$ cat src/hw/cocond_pkg.sv
// Constants and register map of the clock output conditioning block
// Functional notes
// - With duty fix on, which is its reset value, the four quadrant outputs are high half a period.
// - With duty fix off, the quadrant outputs follow the measured reference high time.
// - In the high range only the 0 and 180 degree quadrant outputs run; 90 and 270 stay low.
// - In the low range the double rate pair runs at twice the reference rate with equal high and low times; in the high range it stays low.
// - The divided output is 50% in the low range, and in the high range only for whole ratios.
// - The synthesized pair is always conditioned to a 50% duty cycle.
// - The second output of each half-period pair rises exactly half a period after the first.
// - The 0 and 180 degree pair has the same frequency as the reference clock.
// - Quadrant outputs rise at 0, 90, 180 and 270 degrees of the reference period.
// - A fixed or dynamic fine shift in steps of 1/256 of a cycle moves every output together.
// - Half-period, quadrant and fine shifting work alone or combined on the same outputs.
package cocond_pkg;
    localparam int ADDR_W = 12;
    localparam int DATA_W = 32;
    localparam int PER_W = 12;
    localparam int TICK_W = 21;
    localparam int ACC_W = 27;
    localparam int DIV_W = 6;
    localparam int QC_W = 7;
    localparam int RATIO_W = 6;
    localparam int SHIFT_W = 9;
    localparam int FRAC_BITS = 8;
    localparam int QUARTER_BITS = 6;

    localparam logic [ADDR_W-1:0] OFF_CTRL = 12'h000;
    localparam logic [ADDR_W-1:0] OFF_DIVIDE = 12'h004;
    localparam logic [ADDR_W-1:0] OFF_SYNTH = 12'h008;
    localparam logic [ADDR_W-1:0] OFF_SHIFT = 12'h00C;
    localparam logic [ADDR_W-1:0] OFF_STEP = 12'h010;
    localparam logic [ADDR_W-1:0] OFF_STATUS = 12'h014;

    localparam int CTRL_DUTY_FIX_BIT = 0;
    localparam int CTRL_HIGH_RANGE_BIT = 1;
    localparam int SYNTH_MULT_LSB = 0;
    localparam int SYNTH_DIV_LSB = 8;
    localparam int STEP_INC_BIT = 0;
    localparam int STEP_DEC_BIT = 1;
    localparam int STAT_LOCKED_BIT = 0;
    localparam int STAT_LEVEL_LSB = 8;
    localparam int STAT_PERIOD_LSB = 16;

    localparam logic CTRL_DUTY_FIX_RST = 1'b1;
    localparam logic CTRL_HIGH_RANGE_RST = 1'b0;
    localparam logic [DIV_W-1:0] DIVIDE_RST = 6'h04;
    localparam logic [DIV_W-1:0] DIVIDE_MIN = 6'h03;
    localparam logic [RATIO_W-1:0] MULT_RST = 6'h02;
    localparam logic [RATIO_W-1:0] DIV_RATIO_RST = 6'h01;
    localparam logic signed [SHIFT_W-1:0] SHIFT_RST = 9'h000;
    localparam logic signed [SHIFT_W-1:0] SHIFT_MAX = 9'h0FF;
    localparam logic signed [SHIFT_W-1:0] SHIFT_MIN = 9'h101;
endpackage

$ cat src/hw/cocond_phase_if.sv
// Link between the phase generator and the divided output stage
`timescale 1ns/10ps
interface cocond_phase_if;
    logic quarter_tick;
    logic high_range;
    logic [cocond_pkg::DIV_W-1:0] div_halves;
    logic divided;

    modport gen (
        output quarter_tick,
        output high_range,
        output div_halves,
        input divided
    );
    modport div (
        input quarter_tick,
        input high_range,
        input div_halves,
        output divided
    );
endinterface

$ cat src/hw/cocond_top.sv
// Clock output conditioning block with APB register access
`timescale 1ns/10ps
module cocond_top (
    input wire logic pclk,
    input wire logic presetn,
    input wire logic clk_en,
    input wire logic psel,
    input wire logic penable,
    input wire logic pwrite,
    input wire logic [cocond_pkg::ADDR_W-1:0] paddr,
    input wire logic [cocond_pkg::DATA_W-1:0] pwdata,
    output logic [cocond_pkg::DATA_W-1:0] prdata,
    output logic pready,
    output logic pslverr,
    input wire logic ref_clock_in,
    output logic quad_phase_000,
    output logic quad_phase_090,
    output logic quad_phase_180,
    output logic quad_phase_270,
    output logic double_rate_out,
    output logic double_rate_out_inv,
    output logic divided_out,
    output logic synth_out,
    output logic synth_out_inv
);
    import cocond_pkg::*;

    function automatic logic [TICK_W-1:0] wrap_sub(
        input logic [TICK_W-1:0] a,
        input logic [TICK_W-1:0] m
    );
        wrap_sub = (a >= m) ? TICK_W'(a - m) : a;
    endfunction

    function automatic logic in_window(
        input logic [TICK_W-1:0] t,
        input logic [TICK_W-1:0] start,
        input logic [TICK_W-1:0] len,
        input logic [TICK_W-1:0] m
    );
        logic [TICK_W-1:0] rel;
        rel = wrap_sub(TICK_W'(t + m - start), m);
        in_window = rel < len;
    endfunction

    // Register file
    logic duty_fix_reg;
    logic high_range_reg;
    logic [DIV_W-1:0] divide_ratio_setting_reg;
    logic [RATIO_W-1:0] mult_reg;
    logic [RATIO_W-1:0] div_ratio_reg;
    logic signed [SHIFT_W-1:0] fine_shift_reg;
    logic [DATA_W-1:0] prdata_reg;
    logic pready_reg;
    logic pslverr_reg;

    // Reference measurement
    logic ref_q_reg;
    logic ref_rise;
    logic [PER_W-1:0] cnt_reg;
    logic [PER_W-1:0] period_reg;
    logic [PER_W-1:0] high_cnt_reg;
    logic [PER_W-1:0] high_reg;
    logic locked_reg;

    // Phase arithmetic
    logic [PER_W-1:0] pos;
    logic [FRAC_BITS-1:0] shift_eff;
    logic [TICK_W-1:0] shift_prod_reg;
    logic [TICK_W-1:0] t_raw;
    logic [TICK_W-1:0] span;
    logic [TICK_W-1:0] qlen;
    logic [TICK_W-1:0] hlen;
    logic [TICK_W-1:0] tp;
    logic [TICK_W-1:0] high_len;
    logic [TICK_W-1:0] quad_len;
    logic [TICK_W-1:0] dr_rel;
    logic [1:0] qidx;
    logic [1:0] qidx_reg;
    logic period_wrap;

    // Synthesizer
    logic [ACC_W-1:0] acc_reg;
    logic [ACC_W-1:0] acc_sum;
    logic [ACC_W-1:0] synth_span;
    logic [ACC_W-1:0] synth_step;
    logic [RATIO_W-1:0] dcnt_reg;
    logic [RATIO_W-1:0] mult_eff;
    logic [RATIO_W-1:0] dratio_eff;

    // Output flops
    logic q000_reg;
    logic q090_reg;
    logic q180_reg;
    logic q270_reg;
    logic dr_reg;
    logic dr_inv_reg;
    logic synth_reg;
    logic synth_inv_reg;

    logic apb_setup_done;
    logic apb_commit;
    logic addr_hit;

    cocond_phase_if link ();

    assign apb_setup_done = psel && penable && !pready_reg;
    assign apb_commit = psel && penable && pready_reg;

    always_comb begin
        addr_hit = (paddr == OFF_CTRL) || (paddr == OFF_DIVIDE) || (paddr == OFF_SYNTH) ||
                   (paddr == OFF_SHIFT) || (paddr == OFF_STEP) || (paddr == OFF_STATUS);
    end

    // APB answer after one wait state
    always_ff @(posedge pclk or negedge presetn) begin
        if (!presetn) begin
            pready_reg <= 1'b0;
            pslverr_reg <= 1'b0;
            prdata_reg <= 32'h00000000;
        end else if (clk_en) begin
            if (apb_setup_done) begin
                pready_reg <= 1'b1;
                pslverr_reg <= !addr_hit;
                prdata_reg <= 32'h00000000;
                if (!pwrite) begin
                    unique case (paddr)
                        OFF_CTRL: begin
                            prdata_reg[CTRL_DUTY_FIX_BIT] <= duty_fix_reg;
                            prdata_reg[CTRL_HIGH_RANGE_BIT] <= high_range_reg;
                        end
                        OFF_DIVIDE: begin
                            prdata_reg[DIV_W-1:0] <= divide_ratio_setting_reg;
                        end
                        OFF_SYNTH: begin
                            prdata_reg[SYNTH_MULT_LSB +: RATIO_W] <= mult_reg;
                            prdata_reg[SYNTH_DIV_LSB +: RATIO_W] <= div_ratio_reg;
                        end
                        OFF_SHIFT: begin
                            prdata_reg[SHIFT_W-1:0] <= fine_shift_reg;
                        end
                        OFF_STATUS: begin
                            prdata_reg[STAT_LOCKED_BIT] <= locked_reg;
                            prdata_reg[STAT_LEVEL_LSB +: 8] <= {synth_inv_reg, synth_reg,
                                link.divided, dr_inv_reg, dr_reg, q270_reg, q180_reg, q000_reg};
                            prdata_reg[STAT_PERIOD_LSB +: PER_W] <= period_reg;
                        end
                        default: begin
                            prdata_reg <= 32'h00000000;
                        end
                    endcase
                end
            end else begin
                pready_reg <= 1'b0;
                pslverr_reg <= 1'b0;
            end
        end
    end

    // Settings change at the completing edge
    always_ff @(posedge pclk or negedge presetn) begin
        if (!presetn) begin
            duty_fix_reg <= CTRL_DUTY_FIX_RST;
            high_range_reg <= CTRL_HIGH_RANGE_RST;
            divide_ratio_setting_reg <= DIVIDE_RST;
            mult_reg <= MULT_RST;
            div_ratio_reg <= DIV_RATIO_RST;
        end else if (clk_en && apb_commit && pwrite) begin
            if (paddr == OFF_CTRL) begin
                duty_fix_reg <= pwdata[CTRL_DUTY_FIX_BIT];
                high_range_reg <= pwdata[CTRL_HIGH_RANGE_BIT];
            end
            if (paddr == OFF_DIVIDE) begin
                divide_ratio_setting_reg <= pwdata[DIV_W-1:0];
            end
            if (paddr == OFF_SYNTH) begin
                mult_reg <= pwdata[SYNTH_MULT_LSB +: RATIO_W];
                div_ratio_reg <= pwdata[SYNTH_DIV_LSB +: RATIO_W];
            end
        end
    end

    // Fine shift: written value or saturating steps
    always_ff @(posedge pclk or negedge presetn) begin
        if (!presetn) begin
            fine_shift_reg <= SHIFT_RST;
        end else if (clk_en && apb_commit && pwrite) begin
            if (paddr == OFF_SHIFT) begin
                fine_shift_reg <= pwdata[SHIFT_W-1:0];
            end else if (paddr == OFF_STEP) begin
                if (pwdata[STEP_INC_BIT] && !pwdata[STEP_DEC_BIT] &&
                    fine_shift_reg != SHIFT_MAX) begin
                    fine_shift_reg <= fine_shift_reg + 9'sh001;
                end else if (pwdata[STEP_DEC_BIT] && !pwdata[STEP_INC_BIT] &&
                             fine_shift_reg != SHIFT_MIN) begin
                    fine_shift_reg <= fine_shift_reg - 9'sh001;
                end
            end
        end
    end

    assign ref_rise = ref_clock_in && !ref_q_reg;

    // Reference period and high time measurement
    always_ff @(posedge pclk or negedge presetn) begin
        if (!presetn) begin
            ref_q_reg <= 1'b0;
            cnt_reg <= 12'h000;
            period_reg <= 12'h000;
            high_cnt_reg <= 12'h000;
            high_reg <= 12'h000;
            locked_reg <= 1'b0;
        end else if (clk_en) begin
            ref_q_reg <= ref_clock_in;
            if (ref_rise) begin
                cnt_reg <= 12'h001;
                period_reg <= cnt_reg;
                high_reg <= high_cnt_reg;
                high_cnt_reg <= 12'h001;
                locked_reg <= (cnt_reg == period_reg) && (cnt_reg > 12'h001);
            end else begin
                if (cnt_reg != 12'hFFF) begin
                    cnt_reg <= cnt_reg + 12'h001;
                end else begin
                    locked_reg <= 1'b0;
                end
                if (ref_clock_in && high_cnt_reg != 12'hFFF) begin
                    high_cnt_reg <= high_cnt_reg + 12'h001;
                end
            end
        end
    end

    // Shifted time within the period in 1/256 cycle units
    always_comb begin
        if (ref_rise) begin
            pos = 12'h000;
        end else if (cnt_reg >= period_reg && period_reg != 12'h000) begin
            pos = period_reg - 12'h001;
        end else begin
            pos = cnt_reg;
        end
        shift_eff = fine_shift_reg[FRAC_BITS-1:0];
        t_raw = TICK_W'({pos, {FRAC_BITS{1'b0}}});
        span = TICK_W'({period_reg, {FRAC_BITS{1'b0}}});
        qlen = TICK_W'({period_reg, {QUARTER_BITS{1'b0}}});
        hlen = TICK_W'({qlen, 1'b0});
        tp = wrap_sub(TICK_W'(t_raw + span - shift_prod_reg), span);
        high_len = TICK_W'({high_reg, {FRAC_BITS{1'b0}}});
        if (duty_fix_reg) begin
            quad_len = hlen;
        end else if (high_len >= span) begin
            quad_len = TICK_W'(span - 21'h000001);
        end else begin
            quad_len = high_len;
        end
        dr_rel = wrap_sub(tp, hlen);
        if (tp >= TICK_W'(hlen + qlen)) begin
            qidx = 2'd3;
        end else if (tp >= hlen) begin
            qidx = 2'd2;
        end else if (tp >= qlen) begin
            qidx = 2'd1;
        end else begin
            qidx = 2'd0;
        end
        period_wrap = locked_reg && (qidx == 2'd0) && (qidx_reg == 2'd3);
    end

    // Negative shifts wrap to an equal advance
    always_ff @(posedge pclk or negedge presetn) begin
        if (!presetn) begin
            shift_prod_reg <= 21'h000000;
            qidx_reg <= 2'd0;
        end else if (clk_en) begin
            shift_prod_reg <= TICK_W'(shift_eff * period_reg);
            qidx_reg <= qidx;
        end
    end

    // Quadrant and double rate outputs
    always_ff @(posedge pclk or negedge presetn) begin
        if (!presetn) begin
            q000_reg <= 1'b0;
            q090_reg <= 1'b0;
            q180_reg <= 1'b0;
            q270_reg <= 1'b0;
            dr_reg <= 1'b0;
            dr_inv_reg <= 1'b0;
        end else if (clk_en) begin
            q000_reg <= locked_reg && in_window(tp, 21'h000000, quad_len, span);
            q180_reg <= locked_reg && in_window(tp, hlen, quad_len, span);
            q090_reg <= locked_reg && !high_range_reg &&
                        in_window(tp, qlen, quad_len, span);
            q270_reg <= locked_reg && !high_range_reg &&
                        in_window(tp, TICK_W'(hlen + qlen), quad_len, span);
            dr_reg <= locked_reg && !high_range_reg && (dr_rel < qlen);
            dr_inv_reg <= locked_reg && !high_range_reg &&
                          in_window(dr_rel, qlen, qlen, hlen);
        end
    end

    // Synthesizer: M periods per D reference periods
    always_comb begin
        mult_eff = (mult_reg == 6'h00) ? 6'h01 : mult_reg;
        dratio_eff = (div_ratio_reg == 6'h00) ? 6'h01 : div_ratio_reg;
        synth_span = (ACC_W'(period_reg) * dratio_eff) << FRAC_BITS;
        synth_step = ACC_W'({mult_eff, {FRAC_BITS{1'b0}}});
        acc_sum = ACC_W'(acc_reg + synth_step);
        if (acc_sum >= synth_span) begin
            acc_sum = ACC_W'(acc_sum - synth_span);
        end
    end

    always_ff @(posedge pclk or negedge presetn) begin
        if (!presetn) begin
            acc_reg <= 27'h0000000;
            dcnt_reg <= 6'h00;
        end else if (clk_en) begin
            if (period_wrap && dcnt_reg >= dratio_eff - 6'h01) begin
                acc_reg <= 27'h0000000;
                dcnt_reg <= 6'h00;
            end else begin
                acc_reg <= acc_sum;
                if (period_wrap) begin
                    dcnt_reg <= dcnt_reg + 6'h01;
                end
            end
        end
    end

    always_ff @(posedge pclk or negedge presetn) begin
        if (!presetn) begin
            synth_reg <= 1'b0;
            synth_inv_reg <= 1'b0;
        end else if (clk_en) begin
            synth_reg <= locked_reg && (acc_reg < (synth_span >> 1));
            synth_inv_reg <= locked_reg && (acc_reg >= (synth_span >> 1));
        end
    end

    // Divided output stage
    assign link.quarter_tick = locked_reg && (qidx != qidx_reg);
    assign link.high_range = high_range_reg;
    assign link.div_halves = divide_ratio_setting_reg;

    cocond_divider u_divider (
        .pclk(pclk),
        .presetn(presetn),
        .clk_en(clk_en),
        .link(link.div)
    );

    assign prdata = prdata_reg;
    assign pready = pready_reg;
    assign pslverr = pslverr_reg;
    assign quad_phase_000 = q000_reg;
    assign quad_phase_090 = q090_reg;
    assign quad_phase_180 = q180_reg;
    assign quad_phase_270 = q270_reg;
    assign double_rate_out = dr_reg;
    assign double_rate_out_inv = dr_inv_reg;
    assign divided_out = link.divided;
    assign synth_out = synth_reg;
    assign synth_out_inv = synth_inv_reg;
endmodule

$ cat src/hw/cocond_divider.sv
// Divided output counting reference quarter periods
`timescale 1ns/10ps
module cocond_divider (
    input wire logic pclk,
    input wire logic presetn,
    input wire logic clk_en,
    cocond_phase_if.div link
);
    import cocond_pkg::*;

    logic [QC_W-1:0] qc_reg;
    logic [QC_W-1:0] qc_next;
    logic [QC_W-1:0] full_len;
    logic [QC_W-1:0] high_len;
    logic [DIV_W-1:0] halves;
    logic out_reg;

    always_comb begin
        halves = (link.div_halves < DIVIDE_MIN) ? DIVIDE_MIN : link.div_halves;
        full_len = {halves, 1'b0};
        if (link.high_range && halves[0]) begin
            high_len = QC_W'({1'b0, halves} + 7'h01);
        end else begin
            high_len = {1'b0, halves};
        end
        qc_next = (QC_W'(qc_reg + 7'h01) >= full_len) ? 7'h00 : QC_W'(qc_reg + 7'h01);
    end

    always_ff @(posedge pclk or negedge presetn) begin
        if (!presetn) begin
            qc_reg <= 7'h00;
            out_reg <= 1'b0;
        end else if (clk_en && link.quarter_tick) begin
            qc_reg <= qc_next;
            out_reg <= qc_next < high_len;
        end
    end

    assign link.divided = out_reg;
endmodule

$ cat config.mk
export PLATFORM = sky130hd
export DESIGN_NAME = cocond_top
export DESIGN_NICKNAME = d
export VERILOG_FILES = /design/src/hw/cocond_pkg.sv /design/src/hw/cocond_phase_if.sv /design/src/hw/cocond_top.sv /design/src/hw/cocond_divider.sv
export SDC_FILE = /design/constraint.sdc
export NUM_CORES = 1
export LEC_CHECK = 0
export CAP_MARGIN = 20
export CORE_MARGIN = 3
export CORE_UTILIZATION = 55
export DETAILED_ROUTE_END_ITERATION = 10
export DONT_BUFFER_PORTS = 1
export PLACE_DENSITY_LB_ADDON = 0.25
export SLEW_MARGIN = 20
export SYNTH_ARGS = -nofsm -noshare
export SYNTH_HDL_FRONTEND = slang
export SYNTH_SLANG_ARGS = --single-unit
$ cat constraint.sdc
create_clock -name pclk -period 36.3 [get_ports pclk]
set_clock_uncertainty 0.2 [all_clocks]
set_input_delay 7.26 -clock pclk [delete_from_list [all_inputs] [get_ports pclk]]
set_output_delay 7.26 -clock pclk [all_outputs]
set_load 0.005 [all_outputs]
==> results of run 1 <==
-- stage by stage --
step	cell area (um2)	instances	utilization	worst slack (ns)
finish	29900	4045	0.590	14.65
global route	29900	4042	0.590	13.85
CTS	29800	4040	0.589	14.94
detailed placement	29300	4008	0.577	14.44
global placement	29300	4008	0.577	14.90
floorplan	28500	3397	-	16.75
-- worst paths after layout --
kind,cells after the start,endpoint,from,slack (ns)
worst min register to register,1,dcnt_reg[5]$_DFFE_PN0P_,dcnt_reg[5]$_DFFE_PN0P_,0.29
max in group asynchronous,0,high_cnt_reg[0]$_DFFE_PN0P_,presetn,29.18
worst max-delay path,54,double_rate_out_inv$_DFFE_PN0P_,ref_clock_in,14.65
worst max register to register,65,double_rate_out_inv$_DFFE_PN0P_,period_reg[6]$_DFFE_PN0P_,18.46
worst min-delay path,1,dcnt_reg[5]$_DFFE_PN0P_,dcnt_reg[5]$_DFFE_PN0P_,0.29
min in group asynchronous,0,acc_reg[13]$_DFFE_PN0P_,presetn,6.26
-- cells by family (layout without fill, tap and decap cells) --
logic type,after synthesis,in the layout,synth area share
AND/OR/NAND/NOR,1036,1036,0.177
AO/OA/AOI/OAI,813,813,0.188
adder cells (fa/ha/maj),609,609,0.304
buffers and inverters,383,356,0.0520
XOR/XNOR,246,246,0.0758
flip-flops,172,172,0.151
multiplexers,134,134,0.0522
other,1,7,0.000131
-- layout make-up --
class                   count  area share
multi-input cells        2842       0.761
inverters                 282      0.0354
flip-flops and latches    172       0.144
repair buffers             42      0.0112
clock inverters            14     0.00519
well taps                 672      0.0281
diodes                      3    0.000251
clock buffers              18      0.0144
-- layout by cell type (no fill, tap or decap), drive strengths merged, types with 21 or more instances in the layout --
cell type	synthesis	routed
o21bai	31	31
xor2	90	90
buf	18	42
nor2	243	243
mux2	87	87
a31oi	27	27
a21boi	21	21
a22o	23	23
nand2b	41	41
dfrtp	168	168
xnor2	156	156
and2	77	77
fa	139	139
nand2	324	324
nor2b	61	61
nor3	52	52
a21o	100	100
o21ai	188	188
nand3	70	70
and3	28	28
ha	470	470
inv	281	286
a21oi	211	211
o21a	28	28
o211ai	21	21
mux2i	46	46
nand4	53	53
-- worst max-delay path: cells and delay by family --
family          cells  cell delay [ns]
compound gates     26             7.04
xor+xnor            1             0.12
fa+ha+maj           8             3.29
buf+inv             3             0.36
mux                 1             0.22
simple gates       15             3.59
-- layer usage --
metal / GRT usage / wire length, um / vias up
li1: - / - / 11919
met3: 0.0683 / 7630 / 243
met1: 0.404 / 36100 / 12483
met2: 0.513 / 38600 / 1055
met4: 0.126 / 3740 / 0
met5: 0 / 0 / -
==> impl_metrics.toml, run 1 <==
[synth]
synthCells = 3394
avgSynthCellArea_um2 = 8.40
number_of_warnings_reported_in_the_yosys_synthesis_log = 0
synthTopCellsByCount = "sky130_fd_sc_hd__ha_1 (470), sky130_fd_sc_hd__nand2_1 (323), sky130_fd_sc_hd__inv_1 (281)"
post_synth_instance_area_um2 = 28500
dominant_cells_by_area_after_synthesis = "sky130_fd_sc_hd__ha_1 (21%), sky130_fd_sc_hd__dfrtp_1 (15%), sky130_fd_sc_hd__fa_1 (9.8%)"
synth-async-reset-ratio = 1.00
ys_ff_latch = 172
synth_enable_flop_cells = 0
synth_top_flop_cell = "sky130_fd_sc_hd__dfrtp_1"
netlist.area_leader.share = 0.206
sequential_element_share_of_the_synthesized_area = 0.151
synthDistinctLibCells = 101
synth.most_common_cell = "sky130_fd_sc_hd__ha_1"
netlist.top_cell.by_area = "sky130_fd_sc_hd__ha_1"

[cts]
cts_repair_resize_count = 0
post-cts-setup-buffer-count = 0
h-tree-depth = 4
clkLatencyLatePin_ns = 0.51
clock_sinks = 172
post_cts_hold_buffer_count = 0
tritoncts = "yes"
cts.path.max_buffers = 2
tritoncts.num_buffers = 17
cts.clk_slew.worst_paths_ns = 0.08
root_buffer_selected_by_cts = "sky130_fd_sc_hd__clkbuf_16"

[setup_path]
category_of_the_worst_setup_path_launch_point = "input port"
critical-path-slowest-cell = "sky130_fd_sc_hd__a21oi_1"
crit_arrival_ns = 21.87
end_kind = "flop"
slowest_delay_ns = 0.84
required_ns = 36.53
critical_path.max_fanout = 21
critPathKind = "input port to flop"
crit_path_frequent_cell = "sky130_fd_sc_hd__ha_1"

[timing]
fmax_ghz = 0.0462
post-route-period-util = 0.596
rsz0062_at_grt = "no"
slew_headroom = 0.190
finalSetupViolations = 0
tightest_slew_ns = 1.22
final_max_slew_viol_count = 0
fin_worst_hold_slack_ns = 0.290
min_period_ns = 21.65
fin_setup_tns_ns = 0
number_of_endpoints_with_negative_hold_slack_in_the_final_report = 0

[layout]
multi_input_area_um2 = 22800
final_nets = 4017
n_fill_cell = 4445
post_route_cells_drive_above_1_share = 0.0653
total_area_of_sequential_cells_um2 = 4310
max_ffs_per_register = 28
areaGrowthSynthToFinish_pct = 4.81

[grt]
grt_pass1_wl_mm = 135
grt_start_max_net_pins = 173
grt_antenna_before_repair = 3
grt_overall_usage = 0.313
grt_pass1_vias = 25129
globalRoute.totalOverflow = 0

[floorplan]
start_util = 0.563
design.die.area_um2 = 54600
placementRows = 82
fp.coreArea_um2 = 50700
fp.dieH_um = 234
die_w_um = 234
pin_count = 94

[route]
detailroute.via_count = 25700
wl_per_cell_um = 21.3
antenna_left = 0
drtIter0Drc = 2113
drc_errors = 0
drtPass1Iterations = 7
vias_per_cell = 6.35
wirelength_mm = 86.1

[placed_design]
io_buffers = 0
finalWeightedCongestion = 0.959
place_hpwl_mm = 64.7

[status]
run_status = "finished clean"

[flow_run]
maxCapViolations = 0

[hold_path]
hold_class = "flop to flop"
Power of run 1 is not shown: default switching activity piles up to over one toggle a cycle in this logic, so the estimate is an artifact.
==> run 2, diff against run 1 <==
Clock period 36.3 ns to 19.3 ns, I/O delays scaled along.
==> run 2 against run 1 <==
  * Highest routed layer unchanged
  * Utilization increased by 0.086 points
  * Global-route usage shrank 0.30 points
  * First-iteration DRC count fell by 2.6%
  * Count of clock-buffer cells in the layout shrank 1
==> impl_metrics.toml, run 2 (synthesis gave the netlist of run 1 again) <==
[timing]
number_of_endpoints_with_negative_hold_slack_in_the_final_report = 0
tightest_slew_ns = 1.13
finalSetupViolations = 0
min_period_ns = 17.95
rsz0062_at_grt = "no"
slew_headroom = 0.240
fin_ws_ns = 1.35
final_max_slew_viol_count = 0
fmax_ghz = 0.0557
post-route-period-util = 0.930
fin_setup_tns_ns = 0

[route]
vias_per_cell = 6.30
detailroute.via_count = 25499
wl_per_cell_um = 21.0
drtIter0Drc = 2059
wirelength_mm = 85.0
drtPass1Iterations = 6
drc_errors = 0
antenna_left = 0

[setup_path]
worst_r2r_endpoint = "double_rate_out_inv$_DFFE_PN0P_"
critical_path.max_fanout = 19
end_kind = "flop"
required_ns = 19.53
critPathKind = "input port to flop"
regToRegSetupSlack_ns = 2.24
slowest_delay_ns = 0.57
critical-path-slowest-cell = "sky130_fd_sc_hd__a2111oi_2"
category_of_the_worst_setup_path_launch_point = "input port"
regToRegStartpoint = "period_reg[6]$_DFFE_PN0P_"
crit_arrival_ns = 18.18
rr_worst_depth = 67
crit_path_frequent_cell = "sky130_fd_sc_hd__ha_1"

[cts]
clkLatencyLatePin_ns = 0.51
root_buffer_selected_by_cts = "sky130_fd_sc_hd__clkbuf_16"
cts.clk_slew.worst_paths_ns = 0.08
h-tree-depth = 4
post-cts-setup-buffer-count = 0
clock_sinks = 172
cts.path.max_buffers = 2
cts_repair_resize_count = 0
tritoncts.num_buffers = 17
post_cts_hold_buffer_count = 0
tritoncts = "yes"

[floorplan]
die_w_um = 234
design.die.area_um2 = 54600
fp.dieH_um = 234
pin_count = 94
fp.coreArea_um2 = 50700
placementRows = 82
start_util = 0.563

[grt]
grt_pass1_wl_mm = 134
globalRoute.totalOverflow = 0
grt_pass1_vias = 25505
grt_antenna_before_repair = 1
grt_overall_usage = 0.311
grt_start_max_net_pins = 173

[layout]
layout.cells.most_common = "sky130_fd_sc_hd__ha_1"
areaGrowthSynthToFinish_pct = 4.96
max_ffs_per_register = 28
finalInstanceArea_um2 = 29900
final_nets = 4019
final_cells = 4045
layout.cells.most_common_list = "sky130_fd_sc_hd__ha_1 (470), sky130_fd_sc_hd__nand2_1 (323), sky130_fd_sc_hd__inv_1 (281)"
post_route_cells_drive_above_1_share = 0.0658

[status]
run_status = "finished clean"

[placed_design]
place_hpwl_mm = 64.0
io_buffers = 0
dp_slack_ns = 1.22
placed_cells = 4011
finalWeightedCongestion = 0.981
placement.cell_area_um2 = 29300

[hold_path]
min_to = "dcnt_reg[5]$_DFFE_PN0P_"
number_of_cells_on_the_worst_hold_path = 1
hold_class = "flop to flop"
hold_path.startpoint = "dcnt_reg[5]$_DFFE_PN0P_"

[flow_run]
maxCapViolations = 0
-- run 2: layout make-up --
class / instances / area (um2)
Antenna cell: 1 / 2.50
Clock buffer: 17 / 425
Clock inverter: 15 / 196
Fill cell: 4568 / 20700
Inverter: 282 / 1060
Multi-Input combinational cell: 2842 / 22800
Sequential cell: 172 / 4310
Tap cell: 672 / 841
Timing Repair Buffer: 44 / 350
-- run 2: worst max-delay path by stage --
stage,start,to,slack [ns],cells after the start
2_1_floorplan,ref_clock_in,double_rate_out_inv$_DFFE_PN0P_,3.15,58
3_3_place_gp,ref_clock_in,double_rate_out_inv$_DFFE_PN0P_,1.42,55
3_5_place_dp,ref_clock_in,double_rate_out_inv$_DFFE_PN0P_,1.22,58
4_1_cts,ref_clock_in,double_rate_out_inv$_DFFE_PN0P_,1.67,58
5_1_grt,ref_clock_in,double_rate_out_inv$_DFFE_PN0P_,0.47,57
6_report,ref_clock_in,double_rate_out_inv$_DFFE_PN0P_,1.35,58
-- run 2: per-layer routing --
metal / share of wire / global-route usage
met5: 0 / 0
met4: 0.049 / 0.144
met3: 0.087 / 0.0691
met2: 0.44 / 0.499
met1: 0.42 / 0.399
-- run 2: critical path, delay by kind of cell --
family / cells / cell delay [ns]
buffers and inverters: 5 / 0.74
and+or+nand+nor: 17 / 4.04
xor gates and xnor gates: 1 / 0.11
adders and majority gates: 8 / 3.03
AOI/OAI and AO/OA: 27 / 6.38
-- run 2: through the flow --
stage	utilization	hold slack [ns]
4_1_cts	0.590	0.296
3_3_place_gp	0.578	0.274
2_1_floorplan	-	0.249
5_1_grt	0.591	0.317
6_report	0.591	0.290
3_5_place_dp	0.578	0.284
Power of run 2 is left out for the same reason.
